--- src/rtl/flash_pkg.sv ---
// Shared constants and types for the serial flash page-buffer command link.
//
// Behaviour
// - Transfer opcodes 53h, 55h plus three address bytes.
// - 528 mode: 2 dummy, 12 page, 10 dummy.
// - 512 mode: 3 dummy, page BINARY_PAGE_INDEX, 9 dummy.
// - Host holds chip select low while clocking.
// - Transfer starts on chip select rising.
// - Ready flag shows busy during transfer.
// - Compare opcodes 60h, 61h plus three address bytes.
// - Compare on chip select rising, busy meanwhile.
// - Compare result in byte one bit 6.
// - Rewrite opcodes 58h, 59h plus three address bytes.
// - Rewrite copies then programs back, busy throughout.
// - Host refreshes sector pages within 20,000 operations; the host end does not count operations or issue refreshes.
// - Opcode D7h then status on every clock.
// - Status read accepted at any time.
// - Status wraps from byte two to one.
// - Status sampled live for every byte.
// - Chip select high ends read, output released.
// - Byte one bit 7 is ready flag.
// - Byte one bit 1 is sector protection.
// - Byte one bit 0 is page size.
// - Byte two carries ready, fail, lockdown, suspends.
// - Host polls status until ready rises.
package flash_pkg;
  // ---------------------------------------------------------------
  // Opcodes.
  // ---------------------------------------------------------------
  localparam logic [7:0] OP_XFER_B1 = 8'h53;
  localparam logic [7:0] OP_XFER_B2 = 8'h55;
  localparam logic [7:0] OP_COMP_B1 = 8'h60;
  localparam logic [7:0] OP_COMP_B2 = 8'h61;
  localparam logic [7:0] OP_RWR_B1 = 8'h58;
  localparam logic [7:0] OP_RWR_B2 = 8'h59;
  localparam logic [7:0] OP_STATUS = 8'hd7;
  // ---------------------------------------------------------------
  // Frame layout.
  // ---------------------------------------------------------------
  localparam int CMD_BITS = 32;
  localparam int OPC_BITS = 8;
  localparam int STAT_BITS = 24;
  localparam int PAGE_W = 12;
  localparam int PAGE_LSB_STD = 10;
  localparam int PAGE_LSB_BIN = 9;
  // Density code value is arbitrary.
  localparam logic [3:0] DENSITY_CODE = 4'h5;
  // ---------------------------------------------------------------
  // Host timing and registers.
  // ---------------------------------------------------------------
  localparam int CLK_PERIOD_NS = 5;
  localparam int SCK_HALF_NS = 40;
  localparam int SCK_HALF_CYC = (SCK_HALF_NS + CLK_PERIOD_NS - 1) / CLK_PERIOD_NS;
  localparam int CS_GAP_NS = 50;
  localparam int CS_GAP_CYC = (CS_GAP_NS + CLK_PERIOD_NS - 1) / CLK_PERIOD_NS;
  localparam logic [7:0] REG_CTRL = 8'h00;
  localparam logic [7:0] REG_ADDR = 8'h04;
  localparam logic [7:0] REG_STAT = 8'h08;
  localparam int CTRL_POLL_BIT = 8;
  // ---------------------------------------------------------------
  // Internal operation kinds.
  // ---------------------------------------------------------------
  typedef enum logic [1:0] {
    KIND_XFER = 2'h0,
    KIND_COMP = 2'h1,
    KIND_PROG = 2'h2
  } op_kind_t;
endpackage : flash_pkg

--- src/rtl/flash_link_if.sv ---
// Serial link between the flash device end and its host controller.
interface flash_link_if;
  logic cs_n;
  logic sck;
  logic si;
  logic so;
  logic so_oe;
  modport dev (input cs_n, input sck, input si, output so, output so_oe);
  modport host (output cs_n, output sck, output si, input so);
endinterface : flash_link_if

--- src/rtl/flash_page_dev.sv ---
// Device end: command decode, page-buffer operation sequencing and status read-out.
module flash_page_dev
  import flash_pkg::*;
(
  // Clock and reset.
  input wire logic SYS_CLK,
  input wire logic SYS_RST,
  // Serial link.
  flash_link_if.dev LINK,
  // Configuration and status inputs.
  input wire logic PAGE_BINARY,
  input wire logic PROTECT_ON,
  input wire logic ERASE_PROGRAM_FAIL,
  input wire logic LOCKDOWN_CMD_ENABLED,
  input wire logic BUF_ONE_PROG_SUSPENDED,
  input wire logic BUF_TWO_PROG_SUSPENDED,
  input wire logic ERASE_SUSPENDED,
  // Array operation handshake.
  output logic OP_START,
  output op_kind_t OP_KIND,
  output logic OP_BUF,
  output logic [PAGE_W-1:0] OP_PAGE,
  input wire logic OP_DONE,
  input wire logic OP_MISMATCH,
  output logic READY
);
  // ---------------------------------------------------------------
  // Link synchronisers and edge detection.
  // ---------------------------------------------------------------
  logic [1:0] sck_s_r;
  logic [1:0] csn_s_r;
  logic [1:0] si_s_r;
  logic sck_d_r;
  logic csn_d_r;
  logic sck_rise;
  logic sck_fall;
  logic cs_low;
  logic cs_rise;

  always_ff @(posedge SYS_CLK) begin
    if (SYS_RST) begin
      sck_s_r <= 2'h0;
      csn_s_r <= 2'h3;
      si_s_r <= 2'h0;
      sck_d_r <= 1'b0;
      csn_d_r <= 1'b1;
    end else begin
      sck_s_r <= {sck_s_r[0], LINK.sck};
      csn_s_r <= {csn_s_r[0], LINK.cs_n};
      si_s_r <= {si_s_r[0], LINK.si};
      sck_d_r <= sck_s_r[1];
      csn_d_r <= csn_s_r[1];
    end
  end

  assign sck_rise = sck_s_r[1] & ~sck_d_r;
  assign sck_fall = ~sck_s_r[1] & sck_d_r;
  assign cs_low = ~csn_s_r[1];
  assign cs_rise = csn_s_r[1] & ~csn_d_r;

  // ---------------------------------------------------------------
  // Command shift register.
  // ---------------------------------------------------------------
  logic [CMD_BITS-1:0] sh_r;
  logic [5:0] bit_cnt_r;

  // Bits past the address are ignored; the counter saturates.
  always_ff @(posedge SYS_CLK) begin
    if (SYS_RST || !cs_low) begin
      bit_cnt_r <= 6'h0;
    end else if (sck_rise && bit_cnt_r != 6'(CMD_BITS)) begin
      bit_cnt_r <= bit_cnt_r + 6'h1;
    end
  end

  always_ff @(posedge SYS_CLK) begin
    if (SYS_RST) begin
      sh_r <= '0;
    end else if (cs_low && sck_rise && bit_cnt_r != 6'(CMD_BITS)) begin
      sh_r <= {sh_r[CMD_BITS-2:0], si_s_r[1]};
    end
  end

  // Returns {valid, kind, buffer select} for a page-buffer opcode.
  function automatic logic [3:0] decode_op(input logic [7:0] opc);
    case (opc)
      OP_XFER_B1: decode_op = {1'b1, KIND_XFER, 1'b0};
      OP_XFER_B2: decode_op = {1'b1, KIND_XFER, 1'b1};
      OP_COMP_B1: decode_op = {1'b1, KIND_COMP, 1'b0};
      OP_COMP_B2: decode_op = {1'b1, KIND_COMP, 1'b1};
      OP_RWR_B1: decode_op = {1'b1, KIND_XFER, 1'b0};
      OP_RWR_B2: decode_op = {1'b1, KIND_XFER, 1'b1};
      default: decode_op = 4'h0;
    endcase
  endfunction : decode_op

  logic [3:0] dec;
  logic is_rewrite;
  logic [PAGE_W-1:0] page_idx;
  logic launch;

  assign dec = decode_op(sh_r[CMD_BITS-1 -: OPC_BITS]);
  assign is_rewrite = sh_r[CMD_BITS-1 -: OPC_BITS] == OP_RWR_B1 ||
                      sh_r[CMD_BITS-1 -: OPC_BITS] == OP_RWR_B2;
  assign page_idx = PAGE_BINARY ? sh_r[PAGE_LSB_BIN +: PAGE_W] :
                                  sh_r[PAGE_LSB_STD +: PAGE_W];
  // A full command is launched at chip select rising; busy drops it.
  assign launch = cs_rise && bit_cnt_r == 6'(CMD_BITS) && dec[3] && READY;

  // ---------------------------------------------------------------
  // Operation sequencer.
  // ---------------------------------------------------------------
  typedef enum logic [1:0] {
    ST_IDLE = 2'b01,
    ST_RUN = 2'b10
  } op_state_t;

  op_state_t state_r;
  logic rewrite_r;
  logic comp_r;

  always_ff @(posedge SYS_CLK) begin
    if (SYS_RST) begin
      state_r <= ST_IDLE;
      READY <= 1'b1;
      OP_START <= 1'b0;
      OP_KIND <= KIND_XFER;
      OP_BUF <= 1'b0;
      OP_PAGE <= '0;
      rewrite_r <= 1'b0;
      comp_r <= 1'b0;
    end else begin
      OP_START <= 1'b0;
      case (state_r)
        ST_IDLE: begin
          if (launch) begin
            OP_START <= 1'b1;
            OP_KIND <= op_kind_t'(dec[2:1]);
            OP_BUF <= dec[0];
            OP_PAGE <= page_idx;
            rewrite_r <= is_rewrite;
            READY <= 1'b0;
            state_r <= ST_RUN;
          end
        end
        ST_RUN: begin
          if (OP_DONE && !OP_START) begin
            if (OP_KIND == KIND_COMP) begin
              comp_r <= OP_MISMATCH;
            end
            if (rewrite_r && OP_KIND == KIND_XFER) begin
              OP_KIND <= KIND_PROG;
              OP_START <= 1'b1;
            end else begin
              READY <= 1'b1;
              state_r <= ST_IDLE;
            end
          end
        end
        default: begin
          state_r <= ST_IDLE;
          READY <= 1'b1;
        end
      endcase
    end
  end

  // ---------------------------------------------------------------
  // Status read-out.
  // ---------------------------------------------------------------
  logic [7:0] stat_one;
  logic [7:0] stat_two;
  logic [7:0] stat_cur;
  logic stat_mode_r;
  logic [2:0] stat_bit_r;
  logic stat_sel_r;
  logic [6:0] stat_sh_r;
  logic so_r;
  logic so_oe_r;

  assign stat_one = {READY, comp_r, DENSITY_CODE, PROTECT_ON, PAGE_BINARY};
  assign stat_two = {READY, 1'b0, ERASE_PROGRAM_FAIL, 1'b0, LOCKDOWN_CMD_ENABLED,
                     BUF_TWO_PROG_SUSPENDED, BUF_ONE_PROG_SUSPENDED, ERASE_SUSPENDED};
  assign stat_cur = stat_sel_r ? stat_two : stat_one;

  // Status mode does not depend on the sequencer, so it works while busy.
  always_ff @(posedge SYS_CLK) begin
    if (SYS_RST || !cs_low) begin
      stat_mode_r <= 1'b0;
    end else if (bit_cnt_r == 6'(OPC_BITS) && sh_r[OPC_BITS-1:0] == OP_STATUS) begin
      stat_mode_r <= 1'b1;
    end
  end

  always_ff @(posedge SYS_CLK) begin
    if (SYS_RST || !cs_low) begin
      stat_bit_r <= 3'h0;
      stat_sel_r <= 1'b0;
      stat_sh_r <= 7'h0;
      so_r <= 1'b0;
      so_oe_r <= 1'b0;
    end else if (stat_mode_r && sck_fall) begin
      so_oe_r <= 1'b1;
      stat_bit_r <= stat_bit_r + 3'h1;
      if (stat_bit_r == 3'h0) begin
        so_r <= stat_cur[7];
        stat_sh_r <= stat_cur[6:0];
      end else begin
        so_r <= stat_sh_r[6];
        stat_sh_r <= {stat_sh_r[5:0], 1'b0};
      end
      if (stat_bit_r == 3'h7) begin
        stat_sel_r <= ~stat_sel_r;
      end
    end
  end

  assign LINK.so = so_r;
  assign LINK.so_oe = so_oe_r;
endmodule : flash_page_dev

--- src/flat_wrapper.sv ---
// flat-port wrapper written by rule: the top's interface ports become plain ports
module flash_page_dev_flat import flash_pkg::*;
  (SYS_CLK, SYS_RST, PAGE_BINARY, PROTECT_ON, ERASE_PROGRAM_FAIL, LOCKDOWN_CMD_ENABLED, BUF_ONE_PROG_SUSPENDED, BUF_TWO_PROG_SUSPENDED, ERASE_SUSPENDED, OP_START, OP_KIND, OP_BUF, OP_PAGE, OP_DONE, OP_MISMATCH, READY, LINK_cs_n, LINK_sck, LINK_si, LINK_so, LINK_so_oe);
  flash_link_if LINK_i ();
  input wire logic SYS_CLK;
  input wire logic SYS_RST;
  input wire logic PAGE_BINARY;
  input wire logic PROTECT_ON;
  input wire logic ERASE_PROGRAM_FAIL;
  input wire logic LOCKDOWN_CMD_ENABLED;
  input wire logic BUF_ONE_PROG_SUSPENDED;
  input wire logic BUF_TWO_PROG_SUSPENDED;
  input wire logic ERASE_SUSPENDED;
  output logic OP_START;
  output op_kind_t OP_KIND;
  output logic OP_BUF;
  output logic [PAGE_W-1:0] OP_PAGE;
  input wire logic OP_DONE;
  input wire logic OP_MISMATCH;
  output logic READY;
  input wire logic [$bits(LINK_i.cs_n)-1:0] LINK_cs_n;
  input wire logic [$bits(LINK_i.sck)-1:0] LINK_sck;
  input wire logic [$bits(LINK_i.si)-1:0] LINK_si;
  output wire logic [$bits(LINK_i.so)-1:0] LINK_so;
  output wire logic [$bits(LINK_i.so_oe)-1:0] LINK_so_oe;
  assign LINK_i.cs_n = LINK_cs_n;
  assign LINK_i.sck = LINK_sck;
  assign LINK_i.si = LINK_si;
  assign LINK_so = LINK_i.so;
  assign LINK_so_oe = LINK_i.so_oe;
  flash_page_dev u_core (.SYS_CLK(SYS_CLK), .SYS_RST(SYS_RST), .LINK(LINK_i), .PAGE_BINARY(PAGE_BINARY), .PROTECT_ON(PROTECT_ON), .ERASE_PROGRAM_FAIL(ERASE_PROGRAM_FAIL), .LOCKDOWN_CMD_ENABLED(LOCKDOWN_CMD_ENABLED), .BUF_ONE_PROG_SUSPENDED(BUF_ONE_PROG_SUSPENDED), .BUF_TWO_PROG_SUSPENDED(BUF_TWO_PROG_SUSPENDED), .ERASE_SUSPENDED(ERASE_SUSPENDED), .OP_START(OP_START), .OP_KIND(OP_KIND), .OP_BUF(OP_BUF), .OP_PAGE(OP_PAGE), .OP_DONE(OP_DONE), .OP_MISMATCH(OP_MISMATCH), .READY(READY));
endmodule
--- config.mk ---
export PLATFORM = sky130hd
export DESIGN_NAME = flash_page_dev_flat
export DESIGN_NICKNAME = d
export VERILOG_FILES = /design/src/rtl/flash_pkg.sv /design/src/rtl/flash_link_if.sv /design/src/rtl/flash_page_dev.sv /design/src/flat_wrapper.sv
export SDC_FILE = /design/constraint.sdc
export NUM_CORES = 1
export LEC_CHECK = 0
export BUFFER_PORTS_ARGS = -buffer_cell sky130_fd_sc_hd__buf_2
export CAP_MARGIN = 40
export CORE_MARGIN = 5
export CORE_UTILIZATION = 30
export CTS_BUF_LIST = sky130_fd_sc_hd__clkbuf_8
export DETAILED_ROUTE_END_ITERATION = 8
export HOLD_SLACK_MARGIN = 0.1
export SETUP_SLACK_MARGIN = 0.15
export SKIP_LAST_GASP = 1
export SYNTH_ARGS = -nofsm -noshare
export SYNTH_HDL_FRONTEND = slang
export SYNTH_SLANG_ARGS = --single-unit
--- constraint.sdc ---
create_clock -name SYS_CLK -period 2 [get_ports SYS_CLK]
set_input_delay 0.1 -clock SYS_CLK [delete_from_list [all_inputs] [get_ports SYS_CLK]]
set_output_delay 0.1 -clock SYS_CLK [all_outputs]
set_load 0.005 [all_outputs]
======== After elaboration in Yosys (flattened, before gate mapping) ========
Index checks and enable logic that the tools add are counted.
operators by class
  $add $sub $neg .......................... 2
  equality and inequality tests ........... 18
  multiplexer cells ....................... 21
  bitwise logic cells ..................... 8
  reduce and logical (&&, ||, !) cells .... 23
operators by type and width
  kind                 number
  $eq 8x7->1 const B   6
  $pmux 4 s4           1
  $mux 7               2
  $mux 12              1
  $mux 2               6
  $logic_and 1x1->1    10
  $eq 8x8->1 const B   1
  $pmux 2 s2           2
  $mux 1               7
  $add 6x1->6 const B  1
  $eq 6x4->1 const B   1
  $eq 6x6->1 const B   1
  $ne 2x1->1 const B   3
  $ne 6x6->1 const B   1
  $reduce_and 3->1     2
  $not 1->1            5
  $eq 2x1->1 const B   2
  $pmux 1 s2           2
  $reduce_and 2->1     2
  $reduce_and 4->1     1
  $reduce_or 2->1      2
  $add 3x1->3 const B  1
  $and 1x1->1          3
  $eq 3x3->1 const B   1
  7 further kinds      8
word-level totals
  register bits ........................... 81
  input port bits ......................... 14
  output and inout port bits .............. 19
  word-level logic and storage cells ...... 93

======== Depth between registers and ports, before layout ========
  depth after elaboration ................. 7
  gate-level depth with buffers ........... 8
  mapped depth without buffers ............ 7

======== Least setup slack after synthesis ========
No wires, ideal clock.
  kind .................................... reg2reg
  start ................................... register u_core.bit_cnt_r[0]
  end ..................................... register u_core.sh_r[11]
  library setup time ...................... 128 ps
  arrival time ............................ 1,668 ps
  required time ........................... 1,872 ps
  slack ................................... 204 ps
  stages on the path, launching flop included .. 9
  path buffers ............................ 2
  clock period less this slack ............ 1,796 ps
  cells stage by stage .................... dfxtp_1 -> inv_1 -> ha_1 -> a311oi_4 -> nor2b_1 -> buf_4 -> buf_6 -> mux2i_1 -> nor2_1
between the ends
  longest elaborated chain between the ends .. 2
RTL lines
  element                 line                  source
  from (decl)             flash_page_dev.sv:65  logic [5:0] bit_cnt_r;
  from (signal assigned)  flash_page_dev.sv:72  bit_cnt_r <= bit_cnt_r + 6'h1;
  $ne 6x6->1              flash_page_dev.sv:79  end else if (cs_low && sck_rise && bit_cnt_r != 6'(CMD_BITS)) begin
  $logic_and 1x1->1       flash_page_dev.sv:79
  to (signal assigned)    flash_page_dev.sv:80  sh_r <= {sh_r[CMD_BITS-2:0], si_s_r[1]};
  to (decl)               flash_page_dev.sv:64  logic [CMD_BITS-1:0] sh_r;
Every way passes these cells.
A chain may end at the register's enable or synchronous reset.

======== Final worst setup path ========
  start ................................... register u_core.sh_r[25]
  end ..................................... register u_core.rewrite_r
between the ends
  longest elaborated chain between the ends .. 6
  elaborated cells on any way between the ends .. 13
  classes of those cells .................. eq/ne (6); mux (1); reduce/logical (6)
RTL lines
  element                               line                                                                source
  $eq 8x7->1, on equally long branches  flash_page_dev.sv:86, flash_page_dev.sv:103, flash_page_dev.sv:104
  $reduce_or 2->1 (no source line)      n/a
  $pmux 4 s4                            flash_page_dev.sv:86                                                case (opc)
  $logic_and 1x1->1 (2 in a row)        flash_page_dev.sv:108                                               assign launch = cs_rise && bit_cnt_r == 6'(CMD_BITS) && dec[3] && READY;
  $reduce_and 2->1 (no source line)     n/a
  to (signal assigned)                  flash_page_dev.sv:141                                               rewrite_r <= is_rewrite;
  to (decl)                             flash_page_dev.sv:119                                               logic rewrite_r;
Several ways; a longest one is shown, not always the timed one.

==> results.py <==
metrics = {
    "die": {
        "num_io_pins": 33,
        "die_area_sq_um": 13600,
        "placement_rows": 39,
        "floorplan.core_area_sq_um": 11300,
        "start_util_pct": 30.3,
        "chipWidth_um": 117,
        "floorplan.die.height_um": 117,
    },
    "timing": {
        "timing.hold.ws_ps": 174,
        "worstMarginPinSlew_ps": 610,
        "setup_violations": 0,
        "timing.final.max_slew_violations": 0,
        "relSlewSlack_pct": 59.4,
        "grt_setup_unrepaired": "false",
        "worst_setup_margin_ps": 218,
        "finalHoldViolations": 0,
        "clock_skew_ps": 7.83,
        "fin_crit_sh_pct": 89.1,
        "layout_min_cycle_time_ps": 1780,
        "max_clock_freq_mhz": 561,
    },
    "cts": {
        "clock_latency_late_sink_ps": 340,
        "cts-root-to-sink-buffers": 2,
        "tritoncts": "done",
        "clock_buffers_created_by_tritoncts": 9,
        "clockRootBuffer": "clkbuf_8",
        "clkSlewWorstSetupHoldPaths_ps": 80,
        "h-tree-depth": 3,
        "tritoncts_num_sinks": 80,
    },
    "min_path": {
        "hold_path.class": "in2reg",
        "worstHoldStart": "BUF_TWO_PROG_SUSPENDED",
        "min_delay_path_depth": 4,
    },
    "worst_setup_path": {
        "crit_required_ps": 2280,
        "timing.setup.critical_path_class": "reg2reg",
        "worst_setup_path_start_kind": "flip-flop",
        "cp_data_arrival_time_ps": 2060,
        "ff2ff_path_depth": 6,
        "worstPathMaxFanout": 6,
        "timing.critical_path.from": "u_core.sh_r[25]",
        "capturing_element_type_of_the_critical_path": "flip-flop",
        "critical_path.reg2reg.startpoint": "u_core.sh_r[25]",
    },
    "placement": {
        "detailedPlacementHpwl_um": 4520,
        "placedCellCount": 519,
        "dp_worst_setup_slack_ps": -23.9,
        "buffer_ports.inserted": 32,
        "gp_congestion": 0.737,
    },
    "power_and_ir_drop": {
        "clock_power_share_pct": 40.7,
        "total_power_w": 0.00289,
        "sw_frac_of_total_pct": 22.1,
        "static-leakage-power_nw": 1.51,
        "pint_w": 0.00225,
        "power.sequential.fraction_pct": 55.6,
        "irDropWorstVdd_mv": 0.367,
        "p_comb_share_pct": 3.7,
        "power_density_nw_per_um2": 686,
        "p_switching_w": 0.000639,
    },
    "global_route": {
        "grt_max_degree": 38,
        "number_of_global_route_vias_before_repair": 2386,
        "grt-ovfl-total": 0,
        "track_usage_pct": 10.2,
        "grt_first_pass_wirelength_um": 11200,
        "antenna_found_initial": 0,
    },
    "route": {
        "detail_route.drc_violations": 0,
        "wl_um": 7420,
        "detail_route.wl_per_cell_um": 13.5,
        "total_vias_in_the_final_route": 2651,
        "drt_first_pass_iters": 4,
        "drt-initial-drc-count": 157,
        "drtAntennaViolNets": 0,
        "post_drt_via_cell_ratio": 4.83,
    },
    "synth": {
        "synth_enable_flop_cells": 0,
        "postSynthAreaPerCell_sq_um": 9.59,
        "syn-num-nets": 377,
        "postSynthCellCount": 356,
        "mappedNetlistArea_sq_um": 3410,
        "synth.yosys.seq_area_share_pct": 46.9,
        "most_frequently_used_flop_master_after_synthesis": "dfxtp_1",
        "yosysUniqueCellTypes": 48,
        "synth.yosys.warnings": 0,
        "synth-async-reset-ratio_pct": 0,
        "yosys_register_bits": 80,
    },
    "layout": {
        "non_filler_instance_count_after_layout": 549,
        "num-nets-final": 423,
        "layout_common_cells": "dfxtp_1 (74), nor2_1 (54), mux2i_1 (46)",
        "utilization_pct": 37.4,
        "layout_commonest_cell": "dfxtp_1",
        "flow.area_growth_from_synthesis_pct": 23.4,
        "drive_gt1_share_pct": 23.4,
        "antenna_cells": 0,
    },
    "status": {
        "status": "finished clean",
    },
    "flow_run": {
        "maxCapViolCount": 0,
    },
}
cell families after synthesis:
family	Yosys count	synth area share (%)
buffers and inverters	35	4.95
AND/OR/NAND/NOR	121	17.6
adder cells (fa/ha/maj)	7	2.57
flip-flops	80	46.9
multiplexers	46	13.5
AO/OA/AOI/OAI	58	12.2
XOR/XNOR	9	2.31
area by class of cell:
class                   instances  area (sq um)
flip-flops and latches         80          1610
inverters                      10          37.5
clock buffers                  10           138
clock inverters                 5          57.6
repair buffers                 58           433
fillers                      1091          7060
multi-input cells             243          1760
well taps                     143           179
repair_timing:
| action | CTS | global route |
|---|---|---|
| hold buffers | 7 | 0 |
| setup endpoints to repair | 17 | 51 |
| gates resized for setup | 2 | 19 |
| buffers inserted | 2 | 2 |
| pin swaps | 1 | 7 |
| hold endpoints to repair | 6 | 0 |
| cloned | 0 | 4 |
final timing paths:
path | to | slack (ps)
worst min-delay path | u_core.stat_sh_r[2] | 170
worst max-delay path | u_core.rewrite_r | 220
worst max register to register | u_core.rewrite_r | 220
worst min register to register | u_core.csn_s_r[1] | 420
cell usage after synthesis (all sizes together) (2+ instances only):
cell	count	share of area, %
dfxtp	80	47
nor2	56	6.3
mux2i	46	13
a21oi	23	3.4
nand2	22	2.4
a311oi	16	4.6
clkbuf	14	1.5
buf	11	2.3
inv	10	1.1
nor2b	9	1.6
ha	7	2.6
xor2	6	1.5
nand3	5	0.73
o21ai	5	0.84
nand4	4	0.73
nor3	4	0.59
and3	3	0.55
nand4b	3	0.95
o211ai	3	0.66
or2	3	0.55
xnor2	3	0.77
a211oi	2	0.44
nand3b	2	0.44
nor3b	2	0.44
metal layers:
layer  global-route usage, %  up-vias  routed length, um
met1                    13.0     1262               3560
met2                    16.8       34               3530
met5                       0        -                  0
met4                    4.36        0                117
li1                        -     1345                  -
met3                    2.02       10                206
worst max-delay path: stages (launching register included):
cell and delay [ps]:
dfxtp_2 400, xor2_1 210, a22oi_2 170, buf_4 170, o21a_1 180, or4_4 480
a21oi_2 120
per-stage QoR:
step	cell area, sq um	TNS, ps
after CTS	4040	0
after floorplan	3410	0
final	4210	0
after global routing	4210	0
after detailed placement	3750	-30.8
after global placement	3750	0
power groups by stage:
stage                     registers [W]  clock network [W]  logic [W]
after global routing            0.00161            0.00128   0.000119
final                           0.00161            0.00118   0.000108
after floorplan                 0.00164                  0  0.0000636
after detailed placement        0.00164                  0  0.0000930
after global placement          0.00164                  0  0.0000919
after CTS                       0.00160            0.00122   0.000103
registers in the layout, summed over array words and instances (netlist names):
register / count
u_core.sck_s_r: 2
u_core.csn_d_r: 1
u_core.LINK.so: 1
u_core.sh_r: 32
u_core.si_s_r: 2
u_core.stat_sh_r: 7
u_core.OP_START: 1
u_core.stat_bit_r: 3
u_core.OP_PAGE: 12
u_core.sck_d_r: 1
u_core.OP_KIND: 2
u_core.stat_sel_r: 1
u_core.state_r: 2
u_core.OP_BUF: 1
u_core.comp_r: 1
u_core.csn_s_r: 2
u_core.stat_mode_r: 1
u_core.bit_cnt_r: 6
u_core.rewrite_r: 1
u_core.LINK.so_oe: 1
No activity file was read; power rests on OpenSTA's default activity.
